$ cat config.mk
export PLATFORM = sky130hd
export DESIGN_NAME = rtaf_core
export DESIGN_NICKNAME = d
export VERILOG_FILES = /design/src/shared/rtaf_pkg.sv /design/src/core/rtaf_avg.sv /design/src/core/rtaf_core.sv
export VERILOG_INCLUDE_DIRS = /design/src /design/src/shared
export SDC_FILE = /design/constraint.sdc
export NUM_CORES = 1
export LEC_CHECK = 0
export CAP_MARGIN = 10
export CORE_MARGIN = 1.5
export CORE_UTILIZATION = 45
export DETAILED_ROUTE_END_ITERATION = 8
export DONT_BUFFER_PORTS = 1
export PLACE_DENSITY_LB_ADDON = 0.12
export SYNTH_ARGS = -nofsm -noshare
export SYNTH_HDL_FRONTEND = slang
export SYNTH_SLANG_ARGS = --single-unit
$ cat constraint.sdc
create_clock -name clock -period 6.45 [get_ports clock]
set_input_delay 0 -clock clock [delete_from_list [all_inputs] [get_ports clock]]
set_output_delay 0 -clock clock [all_outputs]
set_load 0.01 [all_outputs]
$ cat src/shared/rtaf_regs.svh
// Register map constants for the alert filter and ideality configuration block.
// Assumes inclusion by bare name from design files; definitions only.
`ifndef RTAF_REGS_SVH
`define RTAF_REGS_SVH

`define RTAF_PTR_ALERT_QUAL      8'h22
`define RTAF_PTR_IDEALITY        8'h23
`define RTAF_PTR_FILTER          8'h24
`define RTAF_PTR_MAKER           8'hFE

`define RTAF_ALERT_QUAL_RST      8'h01
`define RTAF_IDEALITY_RST        8'h00
`define RTAF_FILTER_RST          8'h00

`define RTAF_BIT_BUS_TIMEOUT     7
`define RTAF_RUN_SEL_MSB         3
`define RTAF_RUN_SEL_LSB         1
`define RTAF_BIT_QUAL_RSVD       0
`define RTAF_AVG_SEL_MSB         1
`define RTAF_AVG_SEL_LSB         0

// Ideality: eff = 1.008 * 2088 / (2088 + adj)
`define RTAF_IDEAL_BASE          12'h828
`define RTAF_MAKER_CODE_DEFAULT  8'hA7

`endif

$ cat src/shared/rtaf_pkg.sv
// Types shared by the alert filter and ideality configuration block.
// Assumes no surroundings; types only.
package rtaf_pkg;
	typedef enum logic [2:0] {
		RTAF_AVG_OFF = 3'h1,
		RTAF_AVG_4   = 3'h2,
		RTAF_AVG_8   = 3'h4
	} rtaf_avg_mode_t;
endpackage

$ cat src/core/rtaf_avg.sv
// Running mean of remote results over 1, 4 or 8 samples.
// Assumes one-cycle sample strobes on the block clock.
`timescale 1ns/1ps
`default_nettype none
module rtaf_avg #(
	parameter int W = 12
) (
	input  wire logic         clock,
	input  wire logic         rst_n,
	input  wire logic [1:0]   sel,
	input  wire logic         in_valid,
	input  wire logic [W-1:0] in_data,
	output logic              out_valid,
	output logic [W-1:0]      out_data
);
	logic [W-1:0]   hist_r [8];
	logic [W+2:0]   sum4;
	logic [W+2:0]   sum8;

	// Shift history; only valid samples enter
	always_ff @(posedge clock)
	begin
		if (!rst_n)
		begin
			for (int i = 0; i < 8; i++)
				hist_r[i] <= '0;
		end
		else if (in_valid)
		begin
			hist_r[0] <= in_data;
			for (int i = 1; i < 8; i++)
				hist_r[i] <= hist_r[i-1];
		end
	end

	always_comb
	begin
		sum4 = {3'h0, in_data} + {3'h0, hist_r[0]} + {3'h0, hist_r[1]} + {3'h0, hist_r[2]};
		sum8 = sum4 + {3'h0, hist_r[3]} + {3'h0, hist_r[4]} + {3'h0, hist_r[5]}
			+ {3'h0, hist_r[6]};
	end

	// Unused codes fall back to no averaging
	always_ff @(posedge clock)
	begin
		if (!rst_n)
		begin
			out_valid <= 1'b0;
			out_data  <= '0;
		end
		else
		begin
			out_valid <= in_valid;
			if (in_valid)
			begin
				case (sel)
					2'h1:    out_data <= sum4[W+1:2];
					2'h2:    out_data <= sum8[W+2:3];
					default: out_data <= in_data;
				endcase
			end
		end
	end
endmodule // rtaf_avg
`default_nettype wire

$ cat src/core/rtaf_core.sv
// Alert qualification, ideality correction, averaging and maker code registers.
// Assumes a bus engine delivering pointer writes and reads as one-cycle strobes.
// All inputs are synchronous to the one block clock; reset is synchronous.
`include "rtaf_regs.svh"
`timescale 1ns/1ps
`default_nettype none
module rtaf_core #(
	parameter logic [7:0] MAKER_CODE = `RTAF_MAKER_CODE_DEFAULT, // Arbitrary value
	parameter int         TEMP_W     = 12
) (
	input  wire logic              clock,
	input  wire logic              rst_n,
	input  wire logic [7:0]        ptr,
	input  wire logic              wr_stb,
	input  wire logic [7:0]        wr_data,
	input  wire logic              rd_stb,
	output logic [7:0]             rd_data,
	output logic                   rd_valid,
	output logic                   rd_hit,
	input  wire logic              meas_stb,
	input  wire logic              meas_out_of_limit,
	input  wire logic              remote_stb,
	input  wire logic [TEMP_W-1:0] remote_temp,
	input  wire logic              local_stb,
	input  wire logic [TEMP_W-1:0] local_temp,
	output logic                   alarm_flag,
	output logic                   alarm_pin_n_oe,
	output logic                   bus_timeout_enable,
	output logic [7:0]             ideality_adjust_value,
	output logic [11:0]            ideality_divisor,
	output logic                   result_valid,
	output logic                   result_is_remote,
	output logic [TEMP_W-1:0]      result_temp
);
	// Timing at a glance, in rising edges of clock:
	//  - a register write lands on the edge that takes wr_stb, and the
	//    configuration outputs follow one edge later
	//  - a read answer stands one edge after rd_stb and holds until the next read
	//  - the alarm moves only on an edge that takes meas_stb
	//  - a remote result leaves two edges after remote_stb, a local one after one
	// The extra configuration stage keeps the conversion path clear of the bus decode,
	// at the price of one edge of lag that the host never sees.

	// Register images as the host reads them back
	logic [7:0]        alert_qualify_config_r;
	logic [7:0]        ideality_correction_r;
	logic [7:0]        remote_filter_control_r;

	// Alarm run tracking
	logic [2:0]        run_cnt_r;
	logic [2:0]        run_need;
	logic              run_done;

	// Averaging path
	logic              avg_valid;
	logic [TEMP_W-1:0] avg_data;
	rtaf_pkg::rtaf_avg_mode_t avg_mode;
	logic [1:0]        avg_sel;

	// Ideality path
	logic [11:0]       divisor_nxt;

	wire logic [2:0] alarm_run_length_sel =
		alert_qualify_config_r[`RTAF_RUN_SEL_MSB:`RTAF_RUN_SEL_LSB];
	wire logic [1:0] averaging_select =
		remote_filter_control_r[`RTAF_AVG_SEL_MSB:`RTAF_AVG_SEL_LSB];

	// Alert qualification image; reserved bits are stored as written
	// Bit 0 is reserved and resets to one; it reads back whatever was last written
	always_ff @(posedge clock)
	begin
		if (!rst_n)
			alert_qualify_config_r <= `RTAF_ALERT_QUAL_RST;
		else if (wr_stb && (ptr == `RTAF_PTR_ALERT_QUAL))
			alert_qualify_config_r <= wr_data;
	end

	// Ideality adjustment image, kept as the raw signed byte
	always_ff @(posedge clock)
	begin
		if (!rst_n)
			ideality_correction_r <= `RTAF_IDEALITY_RST;
		else if (wr_stb && (ptr == `RTAF_PTR_IDEALITY))
			ideality_correction_r <= wr_data;
	end

	// Filter control image; codes the filter does not use still read back as written
	always_ff @(posedge clock)
	begin
		if (!rst_n)
			remote_filter_control_r <= `RTAF_FILTER_RST;
		else if (wr_stb && (ptr == `RTAF_PTR_FILTER))
			remote_filter_control_r <= wr_data;
	end

	// The maker code pointer matches none of the images, so a write there is dropped
	// and the code stays fixed whatever the host sends

	// Read strobe echo: one pulse per read, one edge late
	always_ff @(posedge clock)
	begin
		if (!rst_n)
			rd_valid <= 1'b0;
		else
			rd_valid <= rd_stb;
	end

	// Hit flag tells the bus engine whether this block owns the pointer just read
	always_ff @(posedge clock)
	begin
		if (!rst_n)
			rd_hit <= 1'b0;
		else if (rd_stb)
		begin
			case (ptr)
				`RTAF_PTR_ALERT_QUAL, `RTAF_PTR_IDEALITY,
				`RTAF_PTR_FILTER, `RTAF_PTR_MAKER:
					rd_hit <= 1'b1;
				default:
					rd_hit <= 1'b0; // Other pointers belong elsewhere
			endcase
		end
	end

	// Read data, held until the next read so a slow bus engine can shift it out
	// Unmapped pointers answer 00h so a shared bus always sees a defined value
	always_ff @(posedge clock)
	begin
		if (!rst_n)
			rd_data <= 8'h00;
		else if (rd_stb)
		begin
			case (ptr)
				`RTAF_PTR_ALERT_QUAL: rd_data <= alert_qualify_config_r;
				`RTAF_PTR_IDEALITY:   rd_data <= ideality_correction_r;
				`RTAF_PTR_FILTER:     rd_data <= remote_filter_control_r;
				`RTAF_PTR_MAKER:      rd_data <= MAKER_CODE;
				default:              rd_data <= 8'h00;
			endcase
		end
	end

	// Thermometer-coded run length; other codes take the highest set bit
	// The host is not expected to write those codes; the highest-bit rule keeps
	// the needed count rising with the code, so nothing odd happens if it does
	always_comb
	begin
		if (alarm_run_length_sel[2])
			run_need = 3'h4;
		else if (alarm_run_length_sel[1])
			run_need = 3'h3;
		else if (alarm_run_length_sel[0])
			run_need = 3'h2;
		else
			run_need = 3'h1;
	end

	// Count an unbroken run of violations, saturating at four
	// Saturation keeps a long violation run from wrapping and dropping the alarm
	// A measurement inside the limits starts the run over
	always_ff @(posedge clock)
	begin
		if (!rst_n)
			run_cnt_r <= 3'h0;
		else if (meas_stb)
		begin
			if (!meas_out_of_limit)
				run_cnt_r <= 3'h0;
			else if (run_cnt_r != 3'h4)
				run_cnt_r <= run_cnt_r + 3'h1;
		end
	end

	// The run is complete when this violation brings the count up to the need
	always_comb
	begin
		run_done = meas_out_of_limit && ((run_cnt_r + 3'h1) >= run_need);
	end

	// Alarm follows the qualified run; pin is open drain, enable low while pulled
	// Flag and pin share one term, so they can never disagree for a cycle
	always_ff @(posedge clock)
	begin
		if (!rst_n)
		begin
			alarm_flag     <= 1'b0;
			alarm_pin_n_oe <= 1'b1;
		end
		else if (meas_stb)
		begin
			alarm_flag     <= run_done;
			alarm_pin_n_oe <= !run_done;
		end
	end

	// Signed adjustment extended before adding to the base divisor
	// A zero fill would turn every negative adjustment into a large positive one
	// The sum spans 1960 to 2215, so twelve bits never overflow
	always_comb
	begin
		divisor_nxt = `RTAF_IDEAL_BASE + {{4{ideality_correction_r[7]}}, ideality_correction_r};
	end

	// Time-out enable to the bus engine, one edge behind the register image
	// The bus engine applies the time-out; this block only holds the switch
	always_ff @(posedge clock)
	begin
		if (!rst_n)
			bus_timeout_enable <= 1'b0;
		else
			bus_timeout_enable <= alert_qualify_config_r[`RTAF_BIT_BUS_TIMEOUT];
	end

	// Adjustment and divisor to the conversion path; both move on the same edge
	// so the conversion engine never sees a divisor from a different adjustment
	always_ff @(posedge clock)
	begin
		if (!rst_n)
		begin
			ideality_adjust_value <= `RTAF_IDEALITY_RST;
			ideality_divisor      <= `RTAF_IDEAL_BASE;
		end
		else
		begin
			ideality_adjust_value <= ideality_correction_r;
			ideality_divisor      <= divisor_nxt;
		end
	end

	// Decode averaging mode; unused codes act as off
	// The one-hot mode is the single place that decides which codes are live
	always_comb
	begin
		case (averaging_select)
			2'h1:    avg_mode = rtaf_pkg::RTAF_AVG_4;
			2'h2:    avg_mode = rtaf_pkg::RTAF_AVG_8;
			default: avg_mode = rtaf_pkg::RTAF_AVG_OFF;
		endcase
		case (avg_mode)
			rtaf_pkg::RTAF_AVG_4: avg_sel = 2'h1;
			rtaf_pkg::RTAF_AVG_8: avg_sel = 2'h2;
			default:              avg_sel = 2'h0;
		endcase
	end

	// The filter sits on the remote path only; local results never enter it
	rtaf_avg #(
		.W (TEMP_W)
	) u_avg (
		.clock     (clock),
		.rst_n     (rst_n),
		.sel       (avg_sel),
		.in_valid  (remote_stb),
		.in_data   (remote_temp),
		.out_valid (avg_valid),
		.out_data  (avg_data)
	);

	// Remote results pass through the filter, local ones bypass it
	// A local result that collides with a remote one is dropped; the next local
	// conversion replaces it, while a lost remote sample would skew the average
	always_ff @(posedge clock)
	begin
		if (!rst_n)
			result_valid <= 1'b0;
		else
			result_valid <= avg_valid || (local_stb && !remote_stb);
	end

	// Result data and source, held between pulses
	always_ff @(posedge clock)
	begin
		if (!rst_n)
		begin
			result_is_remote <= 1'b0;
			result_temp      <= '0;
		end
		else if (avg_valid)
		begin
			result_is_remote <= 1'b1;
			result_temp      <= avg_data;
		end
		else if (local_stb && !remote_stb)
		begin
			result_is_remote <= 1'b0;
			result_temp      <= local_temp;
		end
	end
endmodule // rtaf_core
`default_nettype wire

==> summary.txt <==
Run status
  • Status: finished, final reports clean

Synthesis
  • Syn Nets: ~1,000
  • Area leader, netlist: edfxtp_1
  • Post-Syn Instances: between 800 and 900
  • Ys async rst share: 0%
  • Total number of yosys warnings: 0
  • Prevailing post-synth register cell: edfxtp_1
  • Top cells by count, synth: inv_1, dfxtp_1, edfxtp_1, nand2_1
  • Distinct cell type count of the synthesized netlist: 76
  • Avg Inst Size Synth: roughly 11 sq um
  • #FFs+latches synth: 168
  • Synth top area cells: edfxtp_1, dfxtp_1, fa_1
  • Mapped Area: around 9600 sq um
  • Top-count cell post-synth: inv_1
  • EDFF count, synth: 84
  • Top-area cell type share of the netlist area: between 20% and 30%
  • Sequential area share after synthesis: around 44%

Worst setup path
  • Crit Path Category: register to register
  • CP endpoint kind: register
  • Crit start category: register
  • Worst r2r src: u_avg.hist_r[0][0]
  • Number of cells on the critical path: 24
  • Max FO, Critical Path: 5
  • Reg2Reg Depth: 24
  • Worst Path Required: 6.77 ns
  • Crit path arrival time: about 6.2 ns
  • Reg2reg setup slack: 0.54 ns
  • CP peak stage delay: approximately 0.5 ns
  • Critical Path End: u_avg.out_data[11]
  • Worst flop-to-flop path endpoint: u_avg.out_data[11]
  • CP Cell Sequence: ha_1 > inv_1 > fa_1 > nor2b_1 > o21ai_0 > a21boi_0 > o21ai_0 > a21oi_1 > a311oi_1 > xor2_1 > fa_1 > inv_1 > ha_1 > or4_1 > o22ai_2 > xnor2_1 > fa_1 > ha_1 > nand2_1 > nor2_1 > o21ai_1 > a31oi_2 > mux2_2 > a211o_1
  • Family with the most delay on the worst path: adder cells
  • Slowest CP cell: fa_1
  • Worst path bufs/invs: 2
  • CP Launch Point: u_avg.hist_r[0][0]

Placement
  • Port bufs: 0
  • Post-DP HPWL: 15.0 mm
  • Gpl congestion: around 0.83
  • Placed insts: between 1,000 and 1,500

Route
  • Vias: approximately 6,500
  • Iteration count of the initial detailed-routing pass: 6
  • WL final: 21.9 mm
  • DRT iter0 DRCs: approximately 400
  • Antenna Nets Post-Route: 0
  • Wirelength per Cell: about 18 um
  • DRC viols: 0
  • Via density: about 5.4

Clock tree
  • Clock Sinks: roughly 170
  • Clk root buf: clkbuf_16
  • Number of setup buffers added after CTS: 0
  • CTS tree: yes
  • # H-tree levels: 4
  • Clock Tree Buf Depth: 2
  • TritonCTS Buffers: 17
  • # resized after CTS: 0
  • Reg clk slew, reported paths: ~0.080 ns
  • Clk Latency, worst-skew pair: around 0.44 ns

Timing
  • Final cycle utilization of the critical path: approximately nine tenths
  • Worst Tran Pin Value: 1.04 ns
  • Minimum clock period: between 5 and 6 ns
  • Max_slew headroom: 30.8%
  • Layout Skew: between 0.01 and 0.015 ns
  • Final setup violation count: 0
  • Slew Limit Fails: 0
  • RSZ-0062 raised after global routing: no
  • Final Hold Fails: 0
  • FMAX: about 0.17 GHz
  • Fin Setup TNS: 0 ns

Floorplan
  • Die Area: between 20,000 and 25,000 sq um
  • Placeable core area: 21,000 sq um
  • Die X-Extent: about 150 um
  • Initial Utilization: between 40% and 50%
  • IO Count: 95
  • Core Rows: between 50 and 60
  • Die height: about 150 um

Power
  • Tot Pwr: around 3.8 mW
  • Sw power: ~1.4 mW
  • Sw frac: around 37%
  • IR drop worst, VDD: 0.240 mV
  • Clk pwr share: ~29%
  • Pwr dens: 347 nW/um^2
  • Reg power frac: 32.2%
  • Leakage power: approximately 4.8 nW
  • Comb pwr share: 39.3%
  • Internal power: between 2 and 2.5 mW

Finish
  • Nets@finish: approximately 1,100
  • # diodes: 0
  • Final cell count without fillers: between 1,000 and 1,500
  • Fillers: around 1,900
  • Share of cells above drive strength 1: around 7.4%
  • Layout area overhead: 13.7%

Job
  • Max Cap Viol: 0

GRT
  • Global router's overall resource usage: between 20% and 30%
  • Vias in the first global route: around 6,700
  • Initial antenna violation count: 0
  • Largest net degree at the start of global routing: 134
  • Global-route wire length before repair: about 35 mm
  • Overflow after GRT: 0

Min path
  • Min-Delay Path Class: primary input to register
## state kept, by name (all words and copies together), names as in the netlist, 3 cells and up
signal,count
u_avg.hist_r,84
result_temp,12
u_avg.out_data,12
ideality_divisor,9
alert_qualify_config_r,8
ideality_adjust_value,8
ideality_correction_r,8
rd_data,8
remote_filter_control_r,8
run_cnt_r,3
## area by class of cell
| class | count | area [sq um] | share of cell area (%) |
|---|---|---|---|
| multi-input combinational | 586 | 4800 | 44.2 |
| sequential | 168 | 4200 | 38.7 |
| timing repair buffer | 54 | 563 | 5.18 |
| clock buffer | 17 | 425 | 3.91 |
| tap | 275 | 344 | 3.17 |
| inverter | 89 | 335 | 3.09 |
| clock inverter | 15 | 195 | 1.80 |
## layout by cell type (no fill, tap or decap), types with 6 or more instances in the layout
| cell type | netlist | routed |
|---|---|---|
| o21ai_0 | 20 | 20 |
| nor2_1 | 49 | 49 |
| a21boi_0 | 11 | 11 |
| inv_1 | 89 | 88 |
| xor2_1 | 16 | 16 |
| o211a_1 | 13 | 13 |
| nand3_1 | 21 | 21 |
| edfxtp_1 | 84 | 84 |
| mux2_2 | 7 | 7 |
| xnor2_1 | 12 | 12 |
| nor3_1 | 6 | 6 |
| nand2_1 | 67 | 67 |
| inv_8 | 0 | 6 |
| ha_1 | 49 | 49 |
| nand2b_1 | 7 | 7 |
| a21boi_1 | 7 | 7 |
| fa_1 | 48 | 48 |
| clkbuf_16 | 0 | 17 |
| and2_1 | 29 | 29 |
| o21a_1 | 13 | 13 |
| dlygate4sd3_1 | 0 | 50 |
| a221oi_1 | 8 | 8 |
| dfxtp_1 | 84 | 84 |
| a21oi_1 | 25 | 25 |
| mux2i_1 | 22 | 22 |
| and3_1 | 47 | 47 |
| a21o_1 | 6 | 6 |
| nor2b_1 | 23 | 23 |
## worst min path at each step
stage	slack (ns)	depth (start not counted)	end	startpoint
after floorplan	0.12	1	rd_valid	rd_stb
after global placement	0.08	1	ideality_divisor[5]	rst_n
after detailed placement	0.08	1	ideality_divisor[5]	rst_n
after CTS	0.01	4	rd_data[3]	ptr[0]
after global routing	0.04	3	ideality_correction_r[6]	wr_stb
final	0.03	4	rd_data[3]	ptr[0]
## power by group through the flow
stage,combinational (mW),clock [mW],sequential (mW)
final,1.48,1.08,1.21
after global routing,1.65,1.14,1.22
after CTS,1.47,1.10,1.21
after detailed placement,1.41,0,1.24
after global placement,1.36,0,1.24
after floorplan,1.18,0,1.22
## per-stage QoR
stage / util (%) / setup WS (ns) / area, sq um / hold WS [ns]
CTS: 51.9 / 0.541 / 10900 / 0.0124
global placement: 46.3 / 0.780 / 9700 / 0.0803
finish: 51.9 / 0.544 / 10900 / 0.0282
floorplan: - / 1.21 / 9560 / 0.122
detailed placement: 46.3 / 0.619 / 9700 / 0.0780
global route: 51.9 / 0.0626 / 10900 / 0.0378
## cells by family after synthesis
logic type | Yosys count | share of synthesized area (%)
xor+xnor | 28 | 2.57
compound gates | 153 | 12.3
flops | 168 | 44.0
fa+ha+maj | 97 | 16.5
mux | 29 | 3.13
buf+inv | 134 | 5.82
simple gates | 279 | 15.7
## worst reg2reg max path: cells and delay by family (launching register included)
family	cells	cell delay [ns]
adder cells (fa/ha/maj)	6	1.96
AO/OA/AOI/OAI	9	1.93
AND/OR/NAND/NOR	4	0.72
flip-flops	1	0.39
multiplexers	1	0.36
XOR/XNOR	2	0.32
buffers and inverters	2	0.11
## layer usage
layer  part of all wire, %  up-vias  GRT usage, %
li1                      -     3141             -
met1                    46     3216          27.8
met2                    48      155          34.1
met3                   4.9       21          4.80
met4                   1.3        0          5.79
met5                     0        -             0
## timing repair
| action | CTS | global route |
|---|---|---|
| hold endpoints to repair | 143 | 0 |
| endpoints found under the setup margin | 0 | 0 |
| hold buffers | 52 | 0 |
(Power assumes the default switching activity.)
